`src/rtl/ite_pkg.sv`:
```
// Shared constants, carriers and states of the interrupt-triggered transfer engine
package ite_pkg;
  // Register word indices on the Avalon-MM slave (byte address is four times this)
  localparam logic [2:0] REG_EN0 = 3'h0;
  localparam logic [2:0] REG_EN3 = 3'h3;
  localparam logic [2:0] REG_BASE_PAGE = 3'h4;
  localparam logic [2:0] REG_STATUS = 3'h5;
  // Status fields
  localparam int ST_BUSY = 0;
  localparam int ST_ERR = 1;
  localparam int ST_SRC_LSB = 8;
  // Reset values
  localparam logic [7:0] EN_RST = 8'h00;
  localparam logic [7:0] BASE_RST = 8'h00;
  // Descriptor control byte fields
  localparam int CTL_WIDE = 0;
  localparam int CTL_RPT = 1;
  localparam int CTL_RPT_DST = 2;
  localparam int CTL_SRC_INC = 3;
  localparam int CTL_DST_INC = 4;
  localparam int CTL_RPT_IRQ = 5;
  // Byte offsets inside an eight-byte descriptor
  localparam logic [7:0] DESC_CNT = 8'h02;
  localparam logic [7:0] DESC_SRC = 8'h04;
  localparam logic [7:0] DESC_DST = 8'h06;
  // Address space
  localparam logic [3:0] TOP_NIBBLE = 4'hF;
  localparam logic [19:0] GPR_LO = 20'hFFEE0;
  localparam logic [19:0] GPR_HI = 20'hFFEFF;
  localparam logic [8:0] FULL_BLOCK = 9'h100;

  typedef struct packed {
    logic [19:0] addr;
    logic we;
    logic wide;
    logic [15:0] wdata;
  } ite_mem_req_t;

  typedef enum {
    ITE_IDLE, ITE_VEC, ITE_D0, ITE_D1, ITE_D2, ITE_D3, ITE_CHK, ITE_RD, ITE_WR,
    ITE_WB0, ITE_WB1, ITE_WB2
  } ite_state_t;
endpackage

```
`src/rtl/ite_engine.sv`:
```
// Interrupt-triggered transfer engine: activation, descriptor fetch, moves, bus arbitration
//
// The implementer's own choices: the address map and the Avalon-MM interface to the registers.
`timescale 1ns/1ps
module ite_engine #(
  parameter int SRC_NUM = 32,
  parameter logic [19:0] MIRROR_LO = 20'hF2000,
  parameter logic [19:0] MIRROR_HI = 20'hFEEFF
) (
  input wire logic clk,
  input wire logic reset,
  // Avalon-MM register slave
  input wire logic [2:0] avs_address,
  input wire logic avs_read,
  input wire logic avs_write,
  input wire logic [31:0] avs_writedata,
  input wire logic [3:0] avs_byteenable,
  output logic [31:0] avs_readdata,
  output logic avs_waitrequest,
  // Activation sources and forwarded interrupts
  input wire logic [SRC_NUM-1:0] src_irq,
  output logic [SRC_NUM-1:0] cpu_irq,
  // Shared bus arbitration
  input wire logic cpu_bus_req,
  output logic cpu_bus_grant,
  // Memory master port
  output ite_pkg::ite_mem_req_t mem_req,
  output logic mem_valid,
  input wire logic mem_ack,
  input wire logic [15:0] mem_rdata
);
  ite_pkg::ite_state_t state_r;
  ite_pkg::ite_mem_req_t mem_req_r;
  logic mem_valid_r;
  logic [SRC_NUM-1:0] en_r;
  logic [SRC_NUM-1:0] pend_r;
  logic [SRC_NUM-1:0] cpu_irq_r;
  logic [SRC_NUM-1:0] hw_clr;
  logic [7:0] base_r;
  logic err_r;
  logic err_set;
  logic [4:0] src_r;
  logic [7:0] vec_r;
  logic [7:0] ctl_r;
  logic [7:0] blk_r;
  logic [7:0] cnt_r;
  logic [7:0] rld_r;
  logic [15:0] sar_r;
  logic [15:0] dar_r;
  logic [8:0] left_r;
  logic last_r;
  logic [31:0] avs_readdata_r;
  logic avs_waitrequest_r;
  logic cpu_bus_grant_r;
  logic [SRC_NUM-1:0] ready;
  logic [4:0] sel;
  logic sw_wr;
  logic [15:0] step;
  logic sinc;
  logic dinc;
  logic [15:0] span;
  logic [15:0] sar_nxt;
  logic [15:0] dar_nxt;
  logic [7:0] cnt_nxt;
  logic [19:0] src_a;
  logic [19:0] dst_a;
  logic src_bad;
  logic dst_bad;
  logic done;

  assign avs_readdata = avs_readdata_r;
  assign avs_waitrequest = avs_waitrequest_r;
  assign cpu_irq = cpu_irq_r;
  assign cpu_bus_grant = cpu_bus_grant_r;
  assign mem_req = mem_req_r;
  assign mem_valid = mem_valid_r;

  assign ready = pend_r & en_r;
  always_comb begin
    sel = 5'h00;
    for (int i = SRC_NUM - 1; i >= 0; i--) begin
      if (ready[i]) begin
        sel = 5'(i);
      end
    end
  end

  // Register slave: one wait cycle, then a one-cycle answer
  assign sw_wr = avs_write && !avs_waitrequest_r;
  always_ff @(posedge clk) begin
    if (reset) begin
      avs_waitrequest_r <= 1'b1;
      avs_readdata_r <= 32'h00000000;
    end else if ((avs_read || avs_write) && avs_waitrequest_r) begin
      avs_waitrequest_r <= 1'b0;
      avs_readdata_r <= 32'h00000000;
      if (avs_read) begin
        if (avs_address <= ite_pkg::REG_EN3) begin
          avs_readdata_r[7:0] <= en_r[avs_address[1:0]*8 +: 8];
        end else if (avs_address == ite_pkg::REG_BASE_PAGE) begin
          avs_readdata_r[7:0] <= base_r;
        end else if (avs_address == ite_pkg::REG_STATUS) begin
          avs_readdata_r[ite_pkg::ST_BUSY] <= (state_r != ite_pkg::ITE_IDLE);
          avs_readdata_r[ite_pkg::ST_ERR] <= err_r;
          avs_readdata_r[ite_pkg::ST_SRC_LSB +: 5] <= src_r;
        end
      end
    end else begin
      avs_waitrequest_r <= 1'b1;
    end
  end

  // Enable bits: software write of a byte wins over the engine's own clear
  always_ff @(posedge clk) begin
    if (reset) begin
      en_r <= {SRC_NUM{1'b0}};
    end else begin
      for (int i = 0; i < SRC_NUM / 8; i++) begin
        if (sw_wr && avs_byteenable[0] && avs_address == 3'(i)) begin
          en_r[i*8 +: 8] <= avs_writedata[7:0];
        end else begin
          en_r[i*8 +: 8] <= en_r[i*8 +: 8] & ~hw_clr[i*8 +: 8];
        end
      end
    end
  end

  always_ff @(posedge clk) begin
    if (reset) begin
      base_r <= ite_pkg::BASE_RST;
    end else if (sw_wr && avs_byteenable[0] && avs_address == ite_pkg::REG_BASE_PAGE) begin
      base_r <= avs_writedata[7:0];
    end
  end

  // Error flag: set wins over the write-one clear
  always_ff @(posedge clk) begin
    if (reset) begin
      err_r <= 1'b0;
    end else if (err_set) begin
      err_r <= 1'b1;
    end else if (sw_wr && avs_byteenable[0] && avs_address == ite_pkg::REG_STATUS &&
                 avs_writedata[ite_pkg::ST_ERR]) begin
      err_r <= 1'b0;
    end
  end

  // Pending requests: a new event beats the clear of the one being taken
  always_ff @(posedge clk) begin
    if (reset) begin
      pend_r <= {SRC_NUM{1'b0}};
    end else begin
      for (int i = 0; i < SRC_NUM; i++) begin
        if (src_irq[i] && en_r[i]) begin
          pend_r[i] <= 1'b1;
        end else if (!en_r[i]) begin
          pend_r[i] <= 1'b0;
        end else if (state_r == ite_pkg::ITE_IDLE && ready != '0 && sel == 5'(i)) begin
          pend_r[i] <= 1'b0;
        end
      end
    end
  end

  // Engine owns the bus while busy or about to start
  always_ff @(posedge clk) begin
    if (reset) begin
      cpu_bus_grant_r <= 1'b0;
    end else begin
      cpu_bus_grant_r <= cpu_bus_req && state_r == ite_pkg::ITE_IDLE && ready == '0;
    end
  end

  // Transfer datapath helpers
  assign step = ctl_r[ite_pkg::CTL_WIDE] ? 16'h0002 : 16'h0001;
  assign sinc = ctl_r[ite_pkg::CTL_RPT] ? (!ctl_r[ite_pkg::CTL_RPT_DST] ||
                ctl_r[ite_pkg::CTL_SRC_INC]) : ctl_r[ite_pkg::CTL_SRC_INC];
  assign dinc = ctl_r[ite_pkg::CTL_RPT] ? (ctl_r[ite_pkg::CTL_RPT_DST] ||
                ctl_r[ite_pkg::CTL_DST_INC]) : ctl_r[ite_pkg::CTL_DST_INC];
  assign span = 16'(rld_r * blk_r) << ctl_r[ite_pkg::CTL_WIDE];
  assign src_a = {ite_pkg::TOP_NIBBLE, sar_r};
  assign dst_a = {ite_pkg::TOP_NIBBLE, dar_r};
  assign src_bad = src_a >= ite_pkg::GPR_LO && src_a <= ite_pkg::GPR_HI;
  assign dst_bad = (dst_a >= ite_pkg::GPR_LO && dst_a <= ite_pkg::GPR_HI) ||
                   (dst_a >= MIRROR_LO && dst_a <= MIRROR_HI);
  assign err_set = state_r == ite_pkg::ITE_CHK && (src_bad || dst_bad);
  assign done = state_r == ite_pkg::ITE_WB2 && mem_ack;

  always_comb begin
    sar_nxt = sinc ? sar_r + step : sar_r;
    dar_nxt = dinc ? dar_r + step : dar_r;
    cnt_nxt = cnt_r - 8'h01;
    if (last_r && ctl_r[ite_pkg::CTL_RPT]) begin
      cnt_nxt = rld_r;
      if (ctl_r[ite_pkg::CTL_RPT_DST]) begin
        dar_nxt = dar_nxt - span;
      end else begin
        sar_nxt = sar_nxt - span;
      end
    end
  end

  // Completion: forward the source interrupt and stop the descriptor
  always_comb begin
    hw_clr = '0;
    if (done && last_r && (!ctl_r[ite_pkg::CTL_RPT] || ctl_r[ite_pkg::CTL_RPT_IRQ])) begin
      hw_clr[src_r] = 1'b1;
    end
  end

  always_ff @(posedge clk) begin
    if (reset) begin
      cpu_irq_r <= {SRC_NUM{1'b0}};
    end else begin
      cpu_irq_r <= hw_clr;
    end
  end

  // Main sequencer: one activation at a time, taken only from idle
  always_ff @(posedge clk) begin
    if (reset) begin
      state_r <= ite_pkg::ITE_IDLE;
      mem_req_r <= '0;
      mem_valid_r <= 1'b0;
      src_r <= 5'h00;
      vec_r <= 8'h00;
      ctl_r <= 8'h00;
      blk_r <= 8'h00;
      cnt_r <= 8'h00;
      rld_r <= 8'h00;
      sar_r <= 16'h0000;
      dar_r <= 16'h0000;
      left_r <= 9'h000;
      last_r <= 1'b0;
    end else begin
      case (state_r)
        ite_pkg::ITE_IDLE: begin
          if (ready != '0) begin
            src_r <= sel;
            mem_req_r <= '{addr: {ite_pkg::TOP_NIBBLE, base_r, 3'h0, sel},
                           we: 1'b0, wide: 1'b0, wdata: 16'h0000};
            mem_valid_r <= 1'b1;
            state_r <= ite_pkg::ITE_VEC;
          end
        end
        ite_pkg::ITE_VEC: if (mem_ack) begin
          vec_r <= mem_rdata[7:0];
          mem_req_r.addr <= {ite_pkg::TOP_NIBBLE, base_r, mem_rdata[7:0]};
          mem_req_r.wide <= 1'b1;
          state_r <= ite_pkg::ITE_D0;
        end
        ite_pkg::ITE_D0: if (mem_ack) begin
          ctl_r <= mem_rdata[7:0];
          blk_r <= mem_rdata[15:8];
          mem_req_r.addr <= {ite_pkg::TOP_NIBBLE, base_r, vec_r + ite_pkg::DESC_CNT};
          state_r <= ite_pkg::ITE_D1;
        end
        ite_pkg::ITE_D1: if (mem_ack) begin
          cnt_r <= mem_rdata[7:0];
          rld_r <= mem_rdata[15:8];
          mem_req_r.addr <= {ite_pkg::TOP_NIBBLE, base_r, vec_r + ite_pkg::DESC_SRC};
          state_r <= ite_pkg::ITE_D2;
        end
        ite_pkg::ITE_D2: if (mem_ack) begin
          sar_r <= mem_rdata;
          mem_req_r.addr <= {ite_pkg::TOP_NIBBLE, base_r, vec_r + ite_pkg::DESC_DST};
          state_r <= ite_pkg::ITE_D3;
        end
        ite_pkg::ITE_D3: if (mem_ack) begin
          dar_r <= mem_rdata;
          mem_valid_r <= 1'b0;
          left_r <= (blk_r == 8'h00) ? ite_pkg::FULL_BLOCK : {1'b0, blk_r};
          last_r <= (cnt_r == 8'h01);
          state_r <= ite_pkg::ITE_CHK;
        end
        ite_pkg::ITE_CHK: begin
          if (src_bad || dst_bad) begin
            state_r <= ite_pkg::ITE_IDLE;
          end else begin
            mem_req_r <= '{addr: src_a, we: 1'b0, wide: ctl_r[ite_pkg::CTL_WIDE],
                           wdata: 16'h0000};
            mem_valid_r <= 1'b1;
            state_r <= ite_pkg::ITE_RD;
          end
        end
        ite_pkg::ITE_RD: if (mem_ack) begin
          mem_req_r.addr <= dst_a;
          mem_req_r.we <= 1'b1;
          mem_req_r.wdata <= mem_rdata;
          state_r <= ite_pkg::ITE_WR;
        end
        ite_pkg::ITE_WR: if (mem_ack) begin
          left_r <= left_r - 9'h001;
          if (left_r == 9'h001) begin
            sar_r <= sar_nxt;
            dar_r <= dar_nxt;
            cnt_r <= cnt_nxt;
            mem_req_r <= '{addr: {ite_pkg::TOP_NIBBLE, base_r, vec_r + ite_pkg::DESC_CNT},
                           we: 1'b1, wide: 1'b1, wdata: {rld_r, cnt_nxt}};
            state_r <= ite_pkg::ITE_WB0;
          end else begin
            sar_r <= sinc ? sar_r + step : sar_r;
            dar_r <= dinc ? dar_r + step : dar_r;
            mem_req_r <= '{addr: {ite_pkg::TOP_NIBBLE, sinc ? sar_r + step : sar_r},
                           we: 1'b0, wide: ctl_r[ite_pkg::CTL_WIDE], wdata: 16'h0000};
            state_r <= ite_pkg::ITE_RD;
          end
        end
        ite_pkg::ITE_WB0: if (mem_ack) begin
          mem_req_r.addr <= {ite_pkg::TOP_NIBBLE, base_r, vec_r + ite_pkg::DESC_SRC};
          mem_req_r.wdata <= sar_r;
          state_r <= ite_pkg::ITE_WB1;
        end
        ite_pkg::ITE_WB1: if (mem_ack) begin
          mem_req_r.addr <= {ite_pkg::TOP_NIBBLE, base_r, vec_r + ite_pkg::DESC_DST};
          mem_req_r.wdata <= dar_r;
          state_r <= ite_pkg::ITE_WB2;
        end
        ite_pkg::ITE_WB2: if (mem_ack) begin
          mem_valid_r <= 1'b0;
          state_r <= ite_pkg::ITE_IDLE;
        end
        default: begin
          mem_valid_r <= 1'b0;
          state_r <= ite_pkg::ITE_IDLE;
        end
      endcase
    end
  end
endmodule // ite_engine

```
`config.mk`:
```
export PLATFORM = sky130hd
export DESIGN_NAME = ite_engine
export DESIGN_NICKNAME = d
export VERILOG_FILES = /design/src/rtl/ite_pkg.sv /design/src/rtl/ite_engine.sv
export SDC_FILE = /design/constraint.sdc
export NUM_CORES = 1
export LEC_CHECK = 0
export ABC_AREA = 1
export BUFFER_PORTS_ARGS = -buffer_cell sky130_fd_sc_hd__buf_2
export CAP_MARGIN = 20
export CORE_MARGIN = 2
export CORE_UTILIZATION = 64
export DETAILED_ROUTE_END_ITERATION = 10
export PLACE_DENSITY_LB_ADDON = 0.25
export SLEW_MARGIN = 10
export SYNTH_ARGS = -nofsm -noshare
export SYNTH_HDL_FRONTEND = slang
export SYNTH_SLANG_ARGS = --single-unit
export TNS_END_PERCENT = 5
```
`constraint.sdc`:
```
create_clock -name clk -period 13.4 [get_ports clk]
set_clock_uncertainty 0.1 [all_clocks]
set_input_delay 2.01 -clock clk [delete_from_list [all_inputs] [get_ports clk]]
set_output_delay 2.01 -clock clk [all_outputs]
set_load 0.1 [all_outputs]
```
==> flow_summary.ini <==
[power_and_ir_drop]
power_switching_uw = 425
pwr_density_cell_nw_per_um2 = 89.3
power_frac_comb_pct = 7.5
power_uw = 1600
intPower_uw = 1170
worst_ir_drop_vdd_mv = 0.0935
switching_share_pct = 26.6
seqPwrFrac_pct = 46.2
p_leak_uw = 0.00809
pwr-share-clk_pct = 46.2

[drt]
met2_length_um = 24500
antenna_left = 0
met3_length_um = 5790
drc = 0
wl_per_cell_um = 19.5
vias = 17400
drt_wl_total_um = 54400
wl_met1_um = 19900
first_iter_violations = 2521
viasPerCell = 6.21
firstDrtPassIters = 7
dr.max_layer_used = met4

[placed_design]
hpwlAfterDp_um = 40300
port-buffer-count = 151
gp_congestion = 1.01
dp_cells = 2745

[die]
initial_core_util_pct = 64.8
die_area_um2 = 26600
fp-row-count = 58
core-area_um2 = 25000
die_w_um = 163
die_h_um = 163
ios = 198

[timing]
drv_slew = 0
setup_tns_ps = 0
rsz0062_at_grt = no
finalCritPeriodShare_pct = 47.9
timing.fmax_ghz = 0.156
tightestPinTransition_ps = 1090
fin_crit_ps = 6410
maxSlewHeadroom_pct = 27.5
holdWs_ps = 361
finalSetupViolCount = 0
hold_viol_final = 0

[job]
drv_cap = 0

[run_status]
status = complete, no violations

[synth]
synth_seq_cells = 245
synthTopCellsByArea = dfxtp_1 (30%), nand2_1 (13%), a21oi_1 (6.8%), o21ai_0 (6.1%), inv_1 (6.1%)
synth_area_leader_cell = dfxtp_1
synth_most_common_cell = nand2_1
syn_inst = 2353
yosys_warnings = 0
ys_seq_area_share_pct = 30.3
synth_common_cells = nand2_1 (544), inv_1 (263), dfxtp_1 (245)
synth.top_cell.area_share_pct = 30.3
syn_area_um2 = 16200
yosysUniqueCellTypes = 55
syn_area_per_cell_um2 = 6.88
async_reset_ff_share_pct = 0
synth-edff-count = 0
synth_ff_type = dfxtp_1

[clock_network]
cts.sinks = 245
cts_resized = 0
worstSkewPairLatency_ps = 550
cts_buffers = 26
cts_tree = yes
clk_pin_slew_ps = 60
cts_max_level = 1
post_cts_buffers = 0
cts_hold_buffers = 0
cts-root-buf = clkbuf_16
clockBufferDepth = 3

[global_routing]
grt_pass1_wl_um = 84300
antenna_found_initial = 0
grt_max_degree = 109
grt_util_all_layers_pct = 40.0
overflow = 0
first_global_vias = 16200

[critical_path]
crit_top_cell = nand2_1
required_ps = 13760
critical_path.max_stage_delay_ps = 710
cp.arrival_ps = 6770
end_kind = flip-flop
critical_path.top_delay_family = adder cells
start_kind = flip-flop
cp_slowest_cell = dfxtp_1
cp_max_fo = 11
criticalPathCategory = reg2reg
crit_buf_inv = 2

[final_layout]
antenna_cells = 0
layout-drive-gt1-share_pct = 10.5
area_growth_pct = 10.5
nNetsFinal = 2655
fin_cells = 2793

[min_path]
hp-class = reg2reg
==> cells in the final DEF (no fill, tap or decap), types with 5 or more instances in the layout <==
cell type	n
xor2_1	50
nand4_1	35
a41oi_1	6
buf_2	150
a221oi_1	5
inv_2	17
o31ai_1	8
xnor2_1	14
nand3_1	66
o2111ai_1	13
fa_1	40
nand2_2	5
o21ai_1	10
o21bai_1	25
clkinv_1	5
nor3_1	48
a21oi_2	9
a211oi_1	7
inv_1	262
nor2_2	6
o221ai_1	12
buf_4	15
nor2_1	167
nor4_1	9
o211ai_1	17
a31oi_1	50
o22ai_1	20
dfxtp_1	245
o21ai_0	198
nand2_1	544
clkbuf_16	27
ha_1	78
conb_1	19
a21oi_1	220
==> power groups by stage <==
stage | clock (uW) | combinational [uW] | sequential [uW]
2_1_floorplan | 0 | 73.1 | 767
3_3_place_gp | 0 | 115 | 754
3_5_place_dp | 0 | 116 | 754
4_1_cts | 736 | 117 | 738
5_1_grt | 767 | 125 | 738
6_report | 738 | 120 | 738
==> through the flow <==
stage	setup WS, ps	instance area, um^2	util (%)
after floorplan	7820	16200	-
after global placement	7170	17000	68.0
after detailed placement	7020	17000	68.0
after CTS	6990	17800	71.5
after global routing	6460	17900	71.6
final	6990	17900	71.6
==> path summary, 6_finish.rpt <==
path,cells after the start,to,start,slack [ps]
setup / recovery,30,sar_r[15],rld_r[3],6990
hold / removal,2,mem_req[6],mem_req[6],360
setup reg to reg,30,sar_r[15],rld_r[3],6990
hold reg to reg,2,mem_req[6],mem_req[6],360
==> area by class of cell <==
class	instances	area [um^2]
fillers	2074	7090
repair buffers	166	891
clock buffers	35	746
inverters	285	1070
flip-flops and latches	245	4900
clock inverters	12	120
multi-input cells	1720	9730
well taps	330	413
==> kinds of logic (layout without fill, tap and decap cells) <==
logic type / Yosys count / count (layout) / synth area share (%)
simple gates: 893 / 893 / 22.7
buf+inv: 406 / 498 / 10.0
fa+ha+maj: 118 / 118 / 11.0
mux: 2 / 2 / 0.124
flops: 245 / 245 / 30.3
compound gates: 624 / 624 / 22.4
other cells: 1 / 19 / 0.0232
xor+xnor: 64 / 64 / 3.46
==> worst register-to-register path: cells and delay by family (launching register included) <==
kind	cells	cell delay (ps)
and+or+nand+nor	14	1240
adders and majority gates	6	2700
DFF	1	710
buffers and inverters	2	120
AOI/OAI and AO/OA	6	1040
xor gates and xnor gates	2	430
==> registers in the layout, indices dropped and copies added, names as in the netlist, 4 cells and up <==
name	flops
vec_r	8
rld_r	8
mem_req	35
left_r	9
cnt_r	8
ctl_r	6
dar_r	16
cpu_irq	32
en_r	32
state_r	4
base_r	8
pend_r	32
avs_readdata	13
blk_r	8
sar_r	16
src_r	5
==> routing by layer <==
layer  global-route usage [%]  up-vias
li1                         -     8040
met1                     48.6     7915
met2                     65.9     1103
met3                     6.21      293
met4                     26.7        0
met5                        0        -
(Power assumes the default switching activity.)
